<file path="src/shared/smc_pkg.sv">
// Package for the standby mode controller: register offsets, field positions,
// reset values, mode encodings and carrier structs.
// Assumes a 32-bit APB slave with one aligned word per register.
package smc_pkg;

   // ----------------------------------------------------------------------
   // Register map
   // ----------------------------------------------------------------------
   localparam logic [11:0] STANDBY_MODE_CONTROL_OFS     = 12'h000;
   localparam logic [11:0] EXTENDED_STANDBY_CONTROL_OFS = 12'h004;
   localparam logic [11:0] CLOCK_SELECT_OFS             = 12'h008;
   localparam logic [11:0] CLOCK_MONITOR_OFS            = 12'h00c;

   // ----------------------------------------------------------------------
   // Field positions
   // ----------------------------------------------------------------------
   localparam int LPSS_BIT  = 4;
   localparam int PSS_BIT   = 2;
   localparam int FPD_BIT   = 4;
   localparam int SC2_LSB   = 4;
   localparam int SCE_BIT   = 8;
   localparam int MCE_BIT   = 9;
   localparam int PCE_BIT   = 10;
   localparam int RCE_BIT   = 11;
   localparam int MODE_LSB  = 4;

   // ----------------------------------------------------------------------
   // Reset values and bus start delay limit
   // ----------------------------------------------------------------------
   localparam logic [3:0]  BSD_RESET      = 4'h1;
   localparam logic [11:0] CLKSEL_RESET   = 12'h800;
   localparam logic [11:0] BSD_CYCLES_MAX = 12'h7ff;

   // Clock sources, as held in the system clock select and monitor fields.
   typedef enum logic [1:0] {SRC_RC = 2'h0, SRC_MAIN = 2'h1, SRC_PLL = 2'h2, SRC_SUB = 2'h3} smc_src_type;

   // Standby request codes.
   typedef enum logic [1:0] {REQ_RUN = 2'h0, REQ_SLEEP = 2'h1, REQ_TIMER = 2'h2, REQ_STOP = 2'h3} smc_req_type;

   // Clock and power controls driven toward the clock generator.
   typedef struct packed {
      logic rc_osc_on;
      logic rc_timer_run;
      logic main_osc_on;
      logic main_timer_run;
      logic pll_on;
      logic sub_osc_on;
      logic sub_timer_run;
      logic bus_clock_en;
      logic peripheral_clock_one_en;
      logic peripheral_clock_two_en;
   } smc_clk_type;

   // Power and pin policy outputs.
   typedef struct packed {
      logic regulator_high_power;
      logic low_power_a_voltage;
      logic pins_hiz;
      logic pins_hold;
      logic port_input_block;
      logic flash_powerdown;
   } smc_pwr_type;

endpackage : smc_pkg

</file>
<file path="src/hdl/smc_ctrl.sv">
// Standby mode controller top: APB registers, mode sequencing, clock gating,
// regulator, pin and flash power policy.
// Assumes interrupt, flash-busy and external reset inputs come from other clock
// domains or pins and are synchronised here.
//
// Local design decisions: the register offsets and the APB register port.
`timescale 1ns/100ps
module smc_ctrl (
   input  wire logic               CLK,           // 20 MHz system clock.
   input  wire logic               RST_B,         // Asynchronous reset, active low.
   input  wire logic               EXT_RST_B,     // External reset pin, active low.
   input  wire logic               IRQ_WAKE,      // Qualifying interrupt or NMI pending.
   input  wire logic               FLASH_BUSY,    // Flash program or erase ongoing.
   input  wire logic               FLASH_READY,   // Flash reached read state.
   input  wire logic               PSEL,          // APB select.
   input  wire logic               PENABLE,       // APB enable.
   input  wire logic               PWRITE,        // APB direction.
   input  wire logic [11:0]        PADDR,         // APB byte address.
   input  wire logic [31:0]        PWDATA,        // APB write data.
   output logic [31:0]             PRDATA,        // APB read data.
   output logic                    PREADY,        // APB ready.
   output logic                    PSLVERR,       // APB error for unmapped address.
   output smc_pkg::smc_clk_type    CLK_CTRL,      // Clock and oscillator enables.
   output smc_pkg::smc_pwr_type    PWR_CTRL,      // Power, pin and flash policy.
   output logic                    CORE_BUS_HOLD  // Holds the first core transfer.
);

   // ----------------------------------------------------------------------
   // State
   // ----------------------------------------------------------------------
   typedef enum {M_RUN, M_SLEEP, M_TIMER, M_STOP, M_WAKE} smc_mode_type;

   typedef struct packed {
      logic [1:0]  ext_sync;
      logic [1:0]  irq_sync;
      logic [1:0]  fbusy_sync;
      logic [1:0]  frdy_sync;
      logic        low_power_in_standby;
      logic        pin_state_select;
      logic [1:0]  standby_request;
      logic        flash_powerdown_select;
      logic [3:0]  bus_start_delay;
      logic [1:0]  system_clock1_select;
      logic [1:0]  system_clock2_select;
      logic        rc_osc_enable;
      logic        pll_enable;
      logic        main_osc_enable;
      logic        sub_osc_enable;
      logic [1:0]  system_clock1_monitor;
      logic [2:0]  mode;
      logic        flash_down;
      logic [31:0] rdata;
   } smc_state_type;

   smc_state_type st_r;
   smc_state_type st_nxt;
   smc_mode_type  mode_q;
   logic          dly_start;
   logic          dly_busy;
   logic          ext_rst;
   logic          wake;
   logic          wr_acc;
   logic          rd_acc;
   logic          addr_ok;

   // Decodes the bus start delay code into bus clock cycles.
   function automatic logic [11:0] bsd_cycles(input logic [3:0] code);
      begin
         if (code[3])
         begin
            bsd_cycles = smc_pkg::BSD_CYCLES_MAX;
         end
         else if (code == 4'h0)
         begin
            bsd_cycles = 12'h000;
         end
         else
         begin
            bsd_cycles = 12'(12'h008 << code[2:0]);
         end
      end
   endfunction : bsd_cycles

   // Reports whether a mapped register offset is addressed.
   function automatic logic is_reg(input logic [11:0] a, input logic [11:0] ofs);
      begin
         is_reg = (a == ofs);
      end
   endfunction : is_reg

   assign mode_q  = smc_mode_type'(st_r.mode);
   assign ext_rst = !st_r.ext_sync[1];
   assign wake    = st_r.irq_sync[1];
   assign wr_acc  = PSEL && PENABLE && PWRITE;
   assign rd_acc  = PSEL && !PENABLE && !PWRITE;
   assign addr_ok = is_reg(PADDR, smc_pkg::STANDBY_MODE_CONTROL_OFS)
                    || is_reg(PADDR, smc_pkg::EXTENDED_STANDBY_CONTROL_OFS)
                    || is_reg(PADDR, smc_pkg::CLOCK_SELECT_OFS)
                    || is_reg(PADDR, smc_pkg::CLOCK_MONITOR_OFS);

   // ----------------------------------------------------------------------
   // Next-state logic
   // ----------------------------------------------------------------------
   // Register writes, the mode sequencer and read data all meet here so that a
   // wake and a software write in one cycle resolve in one place.
   always_comb
   begin
      st_nxt            = st_r;
      dly_start         = 1'b0;
      st_nxt.ext_sync   = {st_r.ext_sync[0], EXT_RST_B};
      st_nxt.irq_sync   = {st_r.irq_sync[0], IRQ_WAKE};
      st_nxt.fbusy_sync = {st_r.fbusy_sync[0], FLASH_BUSY};
      st_nxt.frdy_sync  = {st_r.frdy_sync[0], FLASH_READY};

      // Register writes take effect at the access edge.
      if (wr_acc)
      begin
         if (is_reg(PADDR, smc_pkg::STANDBY_MODE_CONTROL_OFS))
         begin
            st_nxt.low_power_in_standby = PWDATA[smc_pkg::LPSS_BIT];
            st_nxt.pin_state_select     = PWDATA[smc_pkg::PSS_BIT];
            // A write while an interrupt is pending has no effect on the field.
            if (st_r.standby_request == smc_pkg::REQ_RUN && !wake)
            begin
               st_nxt.standby_request = PWDATA[1:0];
            end
         end
         if (is_reg(PADDR, smc_pkg::EXTENDED_STANDBY_CONTROL_OFS))
         begin
            st_nxt.flash_powerdown_select = PWDATA[smc_pkg::FPD_BIT];
            st_nxt.bus_start_delay        = PWDATA[3:0];
         end
         // Clock selects only change with no request pending.
         if (is_reg(PADDR, smc_pkg::CLOCK_SELECT_OFS) && st_r.standby_request == smc_pkg::REQ_RUN)
         begin
            st_nxt.system_clock1_select = PWDATA[1:0];
            st_nxt.system_clock2_select = PWDATA[smc_pkg::SC2_LSB +: 2];
            st_nxt.sub_osc_enable       = PWDATA[smc_pkg::SCE_BIT];
            st_nxt.main_osc_enable      = PWDATA[smc_pkg::MCE_BIT];
            st_nxt.pll_enable           = PWDATA[smc_pkg::PCE_BIT];
            st_nxt.rc_osc_enable        = PWDATA[smc_pkg::RCE_BIT];
         end
      end

      // Mode sequencer.
      case (mode_q)
         M_RUN:
         begin
            st_nxt.system_clock1_monitor = st_r.system_clock1_select;
            if (st_r.standby_request != smc_pkg::REQ_RUN && !wake)
            begin
               st_nxt.flash_down = st_r.flash_powerdown_select && !st_r.fbusy_sync[1];
               case (smc_pkg::smc_req_type'(st_r.standby_request))
                  smc_pkg::REQ_SLEEP: st_nxt.mode = 3'(M_SLEEP);
                  smc_pkg::REQ_TIMER: st_nxt.mode = 3'(M_TIMER);
                  default:            st_nxt.mode = 3'(M_STOP);
               endcase
            end
         end
         M_SLEEP, M_TIMER:
         begin
            if (wake)
            begin
               st_nxt.mode = 3'(M_WAKE);
            end
         end
         M_STOP:
         begin
            if (wake)
            begin
               st_nxt.system_clock1_monitor = st_r.system_clock1_select;
               st_nxt.mode                  = 3'(M_WAKE);
            end
         end
         M_WAKE:
         begin
            // Wait for the flash to reach its read state before restarting.
            if (!st_r.flash_down || st_r.frdy_sync[1])
            begin
               st_nxt.flash_down = 1'b0;
               st_nxt.mode       = 3'(M_RUN);
               dly_start         = 1'b1;
            end
         end
         default:
         begin
            st_nxt.mode = 3'(M_RUN);
         end
      endcase

      // The request clears on wake or on entering standby; the clear wins
      // over a new write in that cycle so a wake is never missed.
      if (wake || (mode_q == M_RUN && st_r.standby_request != smc_pkg::REQ_RUN))
      begin
         st_nxt.standby_request = smc_pkg::REQ_RUN;
      end

      // Read data, captured in the setup cycle; undefined bits read zero.
      st_nxt.rdata = 32'h0000_0000;
      if (rd_acc)
      begin
         if (is_reg(PADDR, smc_pkg::STANDBY_MODE_CONTROL_OFS))
         begin
            st_nxt.rdata = {27'h0, st_r.low_power_in_standby, 1'b0, st_r.pin_state_select,
                            st_r.standby_request};
         end
         else if (is_reg(PADDR, smc_pkg::EXTENDED_STANDBY_CONTROL_OFS))
         begin
            st_nxt.rdata = {27'h0, st_r.flash_powerdown_select, st_r.bus_start_delay};
         end
         else if (is_reg(PADDR, smc_pkg::CLOCK_SELECT_OFS))
         begin
            st_nxt.rdata = {20'h0, st_r.rc_osc_enable, st_r.pll_enable, st_r.main_osc_enable,
                            st_r.sub_osc_enable, 2'h0, st_r.system_clock2_select, 2'h0,
                            st_r.system_clock1_select};
         end
         else if (is_reg(PADDR, smc_pkg::CLOCK_MONITOR_OFS))
         begin
            st_nxt.rdata = {25'h0, st_r.mode, 2'h0, st_r.system_clock1_monitor};
         end
      end
   end

   // ----------------------------------------------------------------------
   // State register
   // ----------------------------------------------------------------------
   // Reset lands in RC Run with the low-power, pin and flash bits cleared.
   always_ff @(posedge CLK or negedge RST_B)
   begin
      if (!RST_B)
      begin
         st_r                      <= '0;
         st_r.ext_sync             <= 2'h3;
         st_r.bus_start_delay      <= smc_pkg::BSD_RESET;
         st_r.rc_osc_enable        <= 1'b1;
         st_r.mode                 <= 3'(M_RUN);
      end
      else
      begin
         st_r <= st_nxt;
      end
   end

   // Bus start delay counter.
   smc_delay #(
      .CW     (12)
   ) u_delay (
      .CLK    (CLK),
      .RST_B  (RST_B),
      .start  (dly_start),
      .cycles (bsd_cycles(st_r.bus_start_delay)),
      .busy   (dly_busy)
   );

   // ----------------------------------------------------------------------
   // Clock, power and pin outputs
   // ----------------------------------------------------------------------
   // External reset overrides the clock outputs in every mode; Stop overrides the source selects.
   always_comb
   begin
      logic [1:0] src;
      logic       sub_mode;
      logic       stby;
      logic       deep;
      src      = st_r.system_clock1_monitor;
      sub_mode = (src == smc_pkg::SRC_SUB);
      stby     = (mode_q == M_SLEEP) || (mode_q == M_TIMER);
      deep     = (mode_q == M_TIMER) || (mode_q == M_STOP);

      CLK_CTRL.rc_osc_on               = (src == smc_pkg::SRC_RC) || st_r.rc_osc_enable
                                         || st_r.system_clock2_select == smc_pkg::SRC_RC;
      CLK_CTRL.rc_timer_run            = CLK_CTRL.rc_osc_on;
      CLK_CTRL.main_osc_on             = (src == smc_pkg::SRC_MAIN) || (src == smc_pkg::SRC_PLL)
                                         || st_r.main_osc_enable || st_r.pll_enable
                                         || st_r.system_clock2_select == smc_pkg::SRC_MAIN;
      CLK_CTRL.main_timer_run          = CLK_CTRL.main_osc_on;
      CLK_CTRL.pll_on                  = (src == smc_pkg::SRC_PLL) || st_r.pll_enable
                                         || st_r.system_clock2_select == smc_pkg::SRC_PLL;
      CLK_CTRL.sub_osc_on              = sub_mode || st_r.sub_osc_enable
                                         || st_r.system_clock2_select == smc_pkg::SRC_SUB;
      CLK_CTRL.sub_timer_run           = CLK_CTRL.sub_osc_on;
      CLK_CTRL.bus_clock_en            = (mode_q == M_RUN);
      CLK_CTRL.peripheral_clock_one_en = !deep && mode_q != M_WAKE;
      CLK_CTRL.peripheral_clock_two_en = CLK_CTRL.peripheral_clock_one_en;

      if (mode_q == M_STOP)
      begin
         CLK_CTRL = '0;
      end
      if (ext_rst)
      begin
         CLK_CTRL                = '0;
         CLK_CTRL.rc_osc_on      = 1'b1;
         CLK_CTRL.main_osc_on    = 1'b1;
         CLK_CTRL.main_timer_run = 1'b1;
      end

      // Low-power bit set forces mode A in Sleep and Timer.
      PWR_CTRL.low_power_a_voltage  = stby && (st_r.low_power_in_standby
                                      || !(CLK_CTRL.rc_osc_on || CLK_CTRL.main_osc_on));
      PWR_CTRL.regulator_high_power = (mode_q != M_STOP) && !PWR_CTRL.low_power_a_voltage;
      PWR_CTRL.pins_hiz             = deep && st_r.pin_state_select;
      PWR_CTRL.pins_hold            = deep && !st_r.pin_state_select;
      PWR_CTRL.port_input_block     = deep;
      // Power-down is lifted on wake, so the flash can reach its read state while the restart waits.
      PWR_CTRL.flash_powerdown      = st_r.flash_down && mode_q != M_RUN && mode_q != M_WAKE;
   end

   // Bus handshake and hold of the first core transfer after release.
   assign CORE_BUS_HOLD = dly_busy || (mode_q != M_RUN);
   assign PRDATA        = st_r.rdata;
   assign PREADY        = 1'b1;
   assign PSLVERR       = PSEL && PENABLE && !addr_ok;

endmodule : smc_ctrl

</file>
<file path="src/hdl/smc_delay.sv">
// Bus start delay counter used after standby release.
// Assumes it is clocked on the same clock as the controller.
`timescale 1ns/100ps
module smc_delay #(
   parameter int CW = 12
) (
   input  wire logic          CLK,     // System clock.
   input  wire logic          RST_B,   // Asynchronous reset, active low.
   input  wire logic          start,   // Pulse: load the count.
   input  wire logic [CW-1:0] cycles,  // Cycles to wait.
   output logic               busy     // High while counting.
);

   typedef struct packed {
      logic [CW-1:0] cnt;
   } smc_dly_state_type;

   smc_dly_state_type st_r;
   smc_dly_state_type st_nxt;

   // ----------------------------------------------------------------------
   // Countdown
   // ----------------------------------------------------------------------
   // A reload during a count restarts it, so a fresh release always waits fully.
   always_comb
   begin
      st_nxt = st_r;
      if (start)
      begin
         st_nxt.cnt = cycles;
      end
      else if (st_r.cnt != '0)
      begin
         st_nxt.cnt = st_r.cnt - CW'(1);
      end
   end

   // State register.
   always_ff @(posedge CLK or negedge RST_B)
   begin
      if (!RST_B)
      begin
         st_r <= '0;
      end
      else
      begin
         st_r <= st_nxt;
      end
   end

   assign busy = (st_r.cnt != '0);

endmodule : smc_delay

</file>
<file path="config.mk">
export PLATFORM = sky130hd
export DESIGN_NAME = smc_ctrl
export DESIGN_NICKNAME = d
export VERILOG_FILES = /design/src/shared/smc_pkg.sv /design/src/hdl/smc_ctrl.sv /design/src/hdl/smc_delay.sv
export SDC_FILE = /design/constraint.sdc
export NUM_CORES = 1
export LEC_CHECK = 0
export BUFFER_PORTS_ARGS = -buffer_cell sky130_fd_sc_hd__buf_4
export CAP_MARGIN = 10
export CELL_PAD_IN_SITES_DETAIL_PLACEMENT = 0
export CELL_PAD_IN_SITES_GLOBAL_PLACEMENT = 1
export CORE_UTILIZATION = 41
export CTS_CLUSTER_SIZE = 16
export DETAILED_ROUTE_END_ITERATION = 8
export GPL_TIMING_DRIVEN = 0
export HOLD_SLACK_MARGIN = 0.08
export PLACE_DENSITY = 0.84
export SKIP_CTS_REPAIR_TIMING = 1
export SLEW_MARGIN = 0
export SYNTH_ARGS = -nofsm -noshare
export SYNTH_HDL_FRONTEND = slang
export SYNTH_SLANG_ARGS = --single-unit
</file>
<file path="constraint.sdc">
create_clock -name CLK -period 2.8 [get_ports CLK]
set_input_delay 0.28 -clock CLK [delete_from_list [all_inputs] [get_ports CLK]]
set_output_delay 0.28 -clock CLK [all_outputs]
set_load 0.1 [all_outputs]
</file>
# --- After elaboration in Yosys (flattened, before gate mapping) ---
# Index checks and enable logic that the tools add are counted.
totals:
  output_inout_bits: 51
  latchBits: 0
  rom_bits: 0
  input_bits: 53
  ff_bits: 75
  mem_bits_rw: 0
  n_memories: 0
  elab_cells: 144
op_classes:
  div_mod_pow: 0
  n_mux: 27
  n_shift: 1
  add_sub_neg: 1
  eq_ne: 24
  order_cmp: 0
  bitwise_logic: 0
  multipliers: 0
  n_reduce_logical: 71
op_table:
  columns: ["cell", "n"]
  rows:
  - ["$mux W12", 8]
  - ["$logic_not A32 Y1", 2]
  - ["$reduce_bool A32 Y1", 1]
  - ["$eq A12 B4 Y1 const B", 2]
  - ["$logic_or A1 B1 Y1", 20]
  - ["$mux W10", 2]
  - ["$logic_and A1 B1 Y1", 17]
  - ["$mux W15", 1]
  - ["$reduce_bool A2 Y1", 7]
  - ["$eq A12 B3 Y1 const B", 1]
  - ["$logic_not A12 Y1", 1]
  - ["$pmux W3 S4", 1]
  - ["$reduce_bool A12 Y1", 1]
  - ["$shl A4 B3 Y12 const A", 1]
  - ["$sub A12 B1 Y12 const B", 1]
  - ["$eq A2 B2 Y1 const B", 5]
  - ["$logic_not A1 Y1", 10]
  - ["$mux W5", 2]
  - ["$eq A3 B2 Y1 const B", 3]
  - ["$eq A3 B3 Y1 const B", 3]
  - ["$mux W4", 2]
  - ["$mux W8", 1]
  - ["$ne A2 B2 Y1 const B", 4]
  - ["$pmux W2 S2", 2]
  - ["other kinds (14)", 26]

# --- Depth between registers and ports, before layout ---
logic_depth:
  depth_word: 13
  ltp_mapped: 7
  ltp_nobuf: 6

# --- Cells and area by module ---
# From an unflattened synthesis, not the netlist that was laid out.
unflattened:
  cells_unflattened: 291
  hier_area_um2: 3021.6
modules_own_cells:
  columns: ["module", "area_each_um2", "n_inst", "seq_area_each_um2", "cells_per_inst"]
  rows:
  - ["smc_ctrl", 2304.7, 1, 1056.0, 217]
  - ["smc_delay", 716.9, 1, 300.3, 74]

# --- Worst setup path before layout ---
# Ideal clock, no wire load.
synth_timing:
  path_kind: "reg-to-output"
  start: "register st_r[37] (netlist bit)"
  end: "output PWR_CTRL[4] (netlist bit)"
  path_buffers: 0
  path_stages_with_launch: 6
  arrival_ps: 4168
  t_required_ps: 2520
  setup_slack_ps: -1648
  path_cell_list: "dfrtp_1 -> inv_1 -> ha_1 -> nor3_1 -> a41oi_1 -> nor4b_1"
synth_lines:
  columns: ["element", "line_no", "source"]
  rows:
  - ["start, declared", "smc_ctrl.sv:55", "smc_state_type st_r;"]
  - ["start signal, assigned", "smc_ctrl.sv:240", "st_r <= st_nxt;"]
  - ["end, declared", "smc_ctrl.sv:24", "output smc_pkg::smc_pwr_type PWR_CTRL,"]

==> flow_summary.ini <==
[timing]
slew_violations = 0
setup_viol = 0
fin_crit_sh_pct = 88.89
relSlewSlack_pct = 54.19
tightest_slew_ns = 0.6872
fin_setup_tns_ns = 0
clock_skew_ns = 0.008601
rsz0062_at_grt = false
hold_violations = 0
finalCriticalPeriod_ns = 2.489
fmax_ghz = 0.4018

[synthesis]
synthDistinctLibCells = 56
syn_inst = 300
syn_area_per_cell_um2 = 10.07
yosys_register_bits = 54
yosysSeqAreaShare_pct = 44.89
async_reset_ff_share_pct = 100.0
yosys_warnings = 0
synth_enable_flop_cells = 0
synth_flop_cell = dfrtp_1
synth.cell_area_mm2 = 0.003022

[global_routing]
antenna_found_initial = 0
grtUsageTotal_pct = 17.76
grt_max_degree = 55
overflow = 0
grt_pass1_vias = 2128
grt_pass1_wl_um = 10530

[floorplanning]
initial_utilization_pct = 43.51
die-height_um = 87.85
coreArea_mm2 = 0.006944
die_w_um = 87.85
dieArea_mm2 = 0.007717
ios = 104
rows = 30

[cts]
root_buffer = clkbuf_8
cts_tree = built
clkLatencyLatePin_ns = 0.31
h-tree-depth = 2
clk_pin_slew_worst_paths_ns = 0.10
clock_sinks = 54
cts_buffers = 5
max-clock-path-buffers = 2

[place]
place.gp.congestion = 0.8019
dpl_cell_area_mm2 = 0.003685
dp_hpwl_um = 4798
portBuffers = 59

[setup_path]
path_cells = inv_1, ha_1, nor3_1, a41oi_1, a21boi_0, o21bai_2, buf_4
cp.arrival_ns = 2.21
cp.buffers_inverters = 2
path_class = flip-flop to output pin
cp.required_ns = 2.52
start_kind = flip-flop
critPathMaxStageDelay_ns = 0.49
cpMaxStageDelayCell = dfrtp_1
crit_family = compound AO/OA/AOI/OAI gates
end_kind = output pin
crit_path_max_fanout = 6

[final_layout]
final_cell_area_mm2 = 0.003882
antennaDiodeCount = 0
area_growth_pct = 28.49
drive_above_1_share_pct = 35.71
nets = 449
fin_util_pct = 55.91

[power]
p_leak_nw = 1.890
ir_drop_v = 0.0008526
pwr_density_cell_mw_per_mm2 = 772.5

[route]
first_pass_iters = 6
drt_iter0_markers = 88
num_vias = 2440
ant_nets = 0
wl_per_cell_um = 13.45
route.detailed.drc = 0
wl_um = 6562
vias_per_cell = 5.000

[min_path]
hold_path.class = primary input to flip-flop

[status]
status = finished clean

[job]
maxCapViolCount = 0
-- layer usage --
metal,global-route usage (%),vias to the layer above,part of all wire (%)
met5,0,-,0
met4,5.365,0,1.1
met3,2.733,8,5.5
met2,26.78,76,45
met1,26.26,1173,49
li1,-,1183,-
-- worst reg2reg max path: stages, from the launching register on --
cell,delay [ns]
dfrtp_1,0.41
nor2_1,0.54
nand3_1,0.25
clkbuf_1,0.30
a311oi_1,0.32
-- final timing paths --
kind | cells past startpoint | end | from | slack (ns)
min | 2 | st_r[39] | PWDATA[9] | 0.20
max | 7 | PWR_CTRL[5] | st_r[37] | 0.31
max in group asynchronous | 2 | st_r[32] | RST_B | 1.78
min reg2reg | 0 | st_r[60] | st_nxt[60] | 0.36
max reg2reg | 4 | u_delay.st_r[1] | mode_q[1] | 0.87
min in group asynchronous | 2 | st_r[43] | RST_B | 0.56
-- kinds of logic (layout without fill, tap and decap cells) --
group	after synthesis	after routing	synth area share (%)
AO/OA/AOI/OAI	46	46	10.35
XOR/XNOR	4	4	1.160
adder cells (fa/ha/maj)	5	5	2.070
buffers and inverters	61	133	12.05
flip-flops	54	54	44.89
multiplexers	27	27	9.689
other	2	22	0.2485
AND/OR/NAND/NOR	101	101	19.54
-- where the power goes --
part / internal (W) / switching (W)
sequential: 0.000895 / 0.000120
combinational: 0.000405 / 0.000931
clock: 0.000382 / 0.000266
total: 0.00168 / 0.00132
-- stage by stage --
step,hold slack (ns),worst slack (ns),power [W],instances
after floorplan,-0.01559,-0.1734,0.002064,320
after global placement,0.3332,0.5183,0.002329,475
after detailed placement,0.3373,0.5129,0.002345,475
after CTS,0.02637,0.1513,0.002994,483
after global routing,0.1867,0.1683,0.003163,488
final,0.1975,0.3111,0.002999,488
-- sequential cells by signal, indices dropped and copies added (netlist names) --
name          cells
PRDATA           11
mode_q            3
st_nxt            4
st_r             24
u_delay.st_r     12
-- cell usage in the layout (no fill, tap or decap), types with 14 or more instances in the layout --
master | synthesis | routed
nor2_1 | 23 | 22
inv_1 | 14 | 14
mux2_2 | 18 | 18
conb_1 | 2 | 22
dfrtp_1 | 50 | 50
nand2_1 | 14 | 14
buf_4 | 36 | 95
-- layout make-up --
type	count	area, µm²
timing repair buffer	64	493.0
inverter	14	52.55
buffer	47	311.5
fill	633	3062
tap	96	120.1
clock buffer	6	82.58
multi-input combinational	205	1406
clock inverter	2	60.06
sequential	54	1356
-- cell usage after synthesis (all sizes together) (3+ instances only) --
| cell type | count | area share [%] |
|---|---|---|
| a21oi | 6 | 0.99 |
| a31oi | 5 | 1.0 |
| and2 | 7 | 1.4 |
| and3 | 3 | 0.66 |
| buf | 38 | 9.2 |
| clkbuf | 9 | 1.1 |
| dfrtp | 50 | 41 |
| dfstp | 4 | 3.5 |
| ha | 5 | 2.1 |
| inv | 14 | 1.7 |
| mux2 | 18 | 6.7 |
| mux2i | 9 | 3.0 |
| nand2 | 14 | 1.7 |
| nand2b | 5 | 1.0 |
| nand3 | 10 | 1.8 |
| nor2 | 23 | 2.9 |
| nor3 | 9 | 1.5 |
| nor3b | 4 | 0.99 |
| nor4 | 5 | 1.2 |
| nor4b | 3 | 1.9 |
| o21ai | 10 | 1.7 |
| o22ai | 3 | 0.62 |
| o31ai | 3 | 0.75 |
| or3 | 3 | 0.62 |
| or4 | 6 | 1.7 |
| xor2 | 3 | 0.87 |
Note: power is estimated with default switching activity, not from simulation.
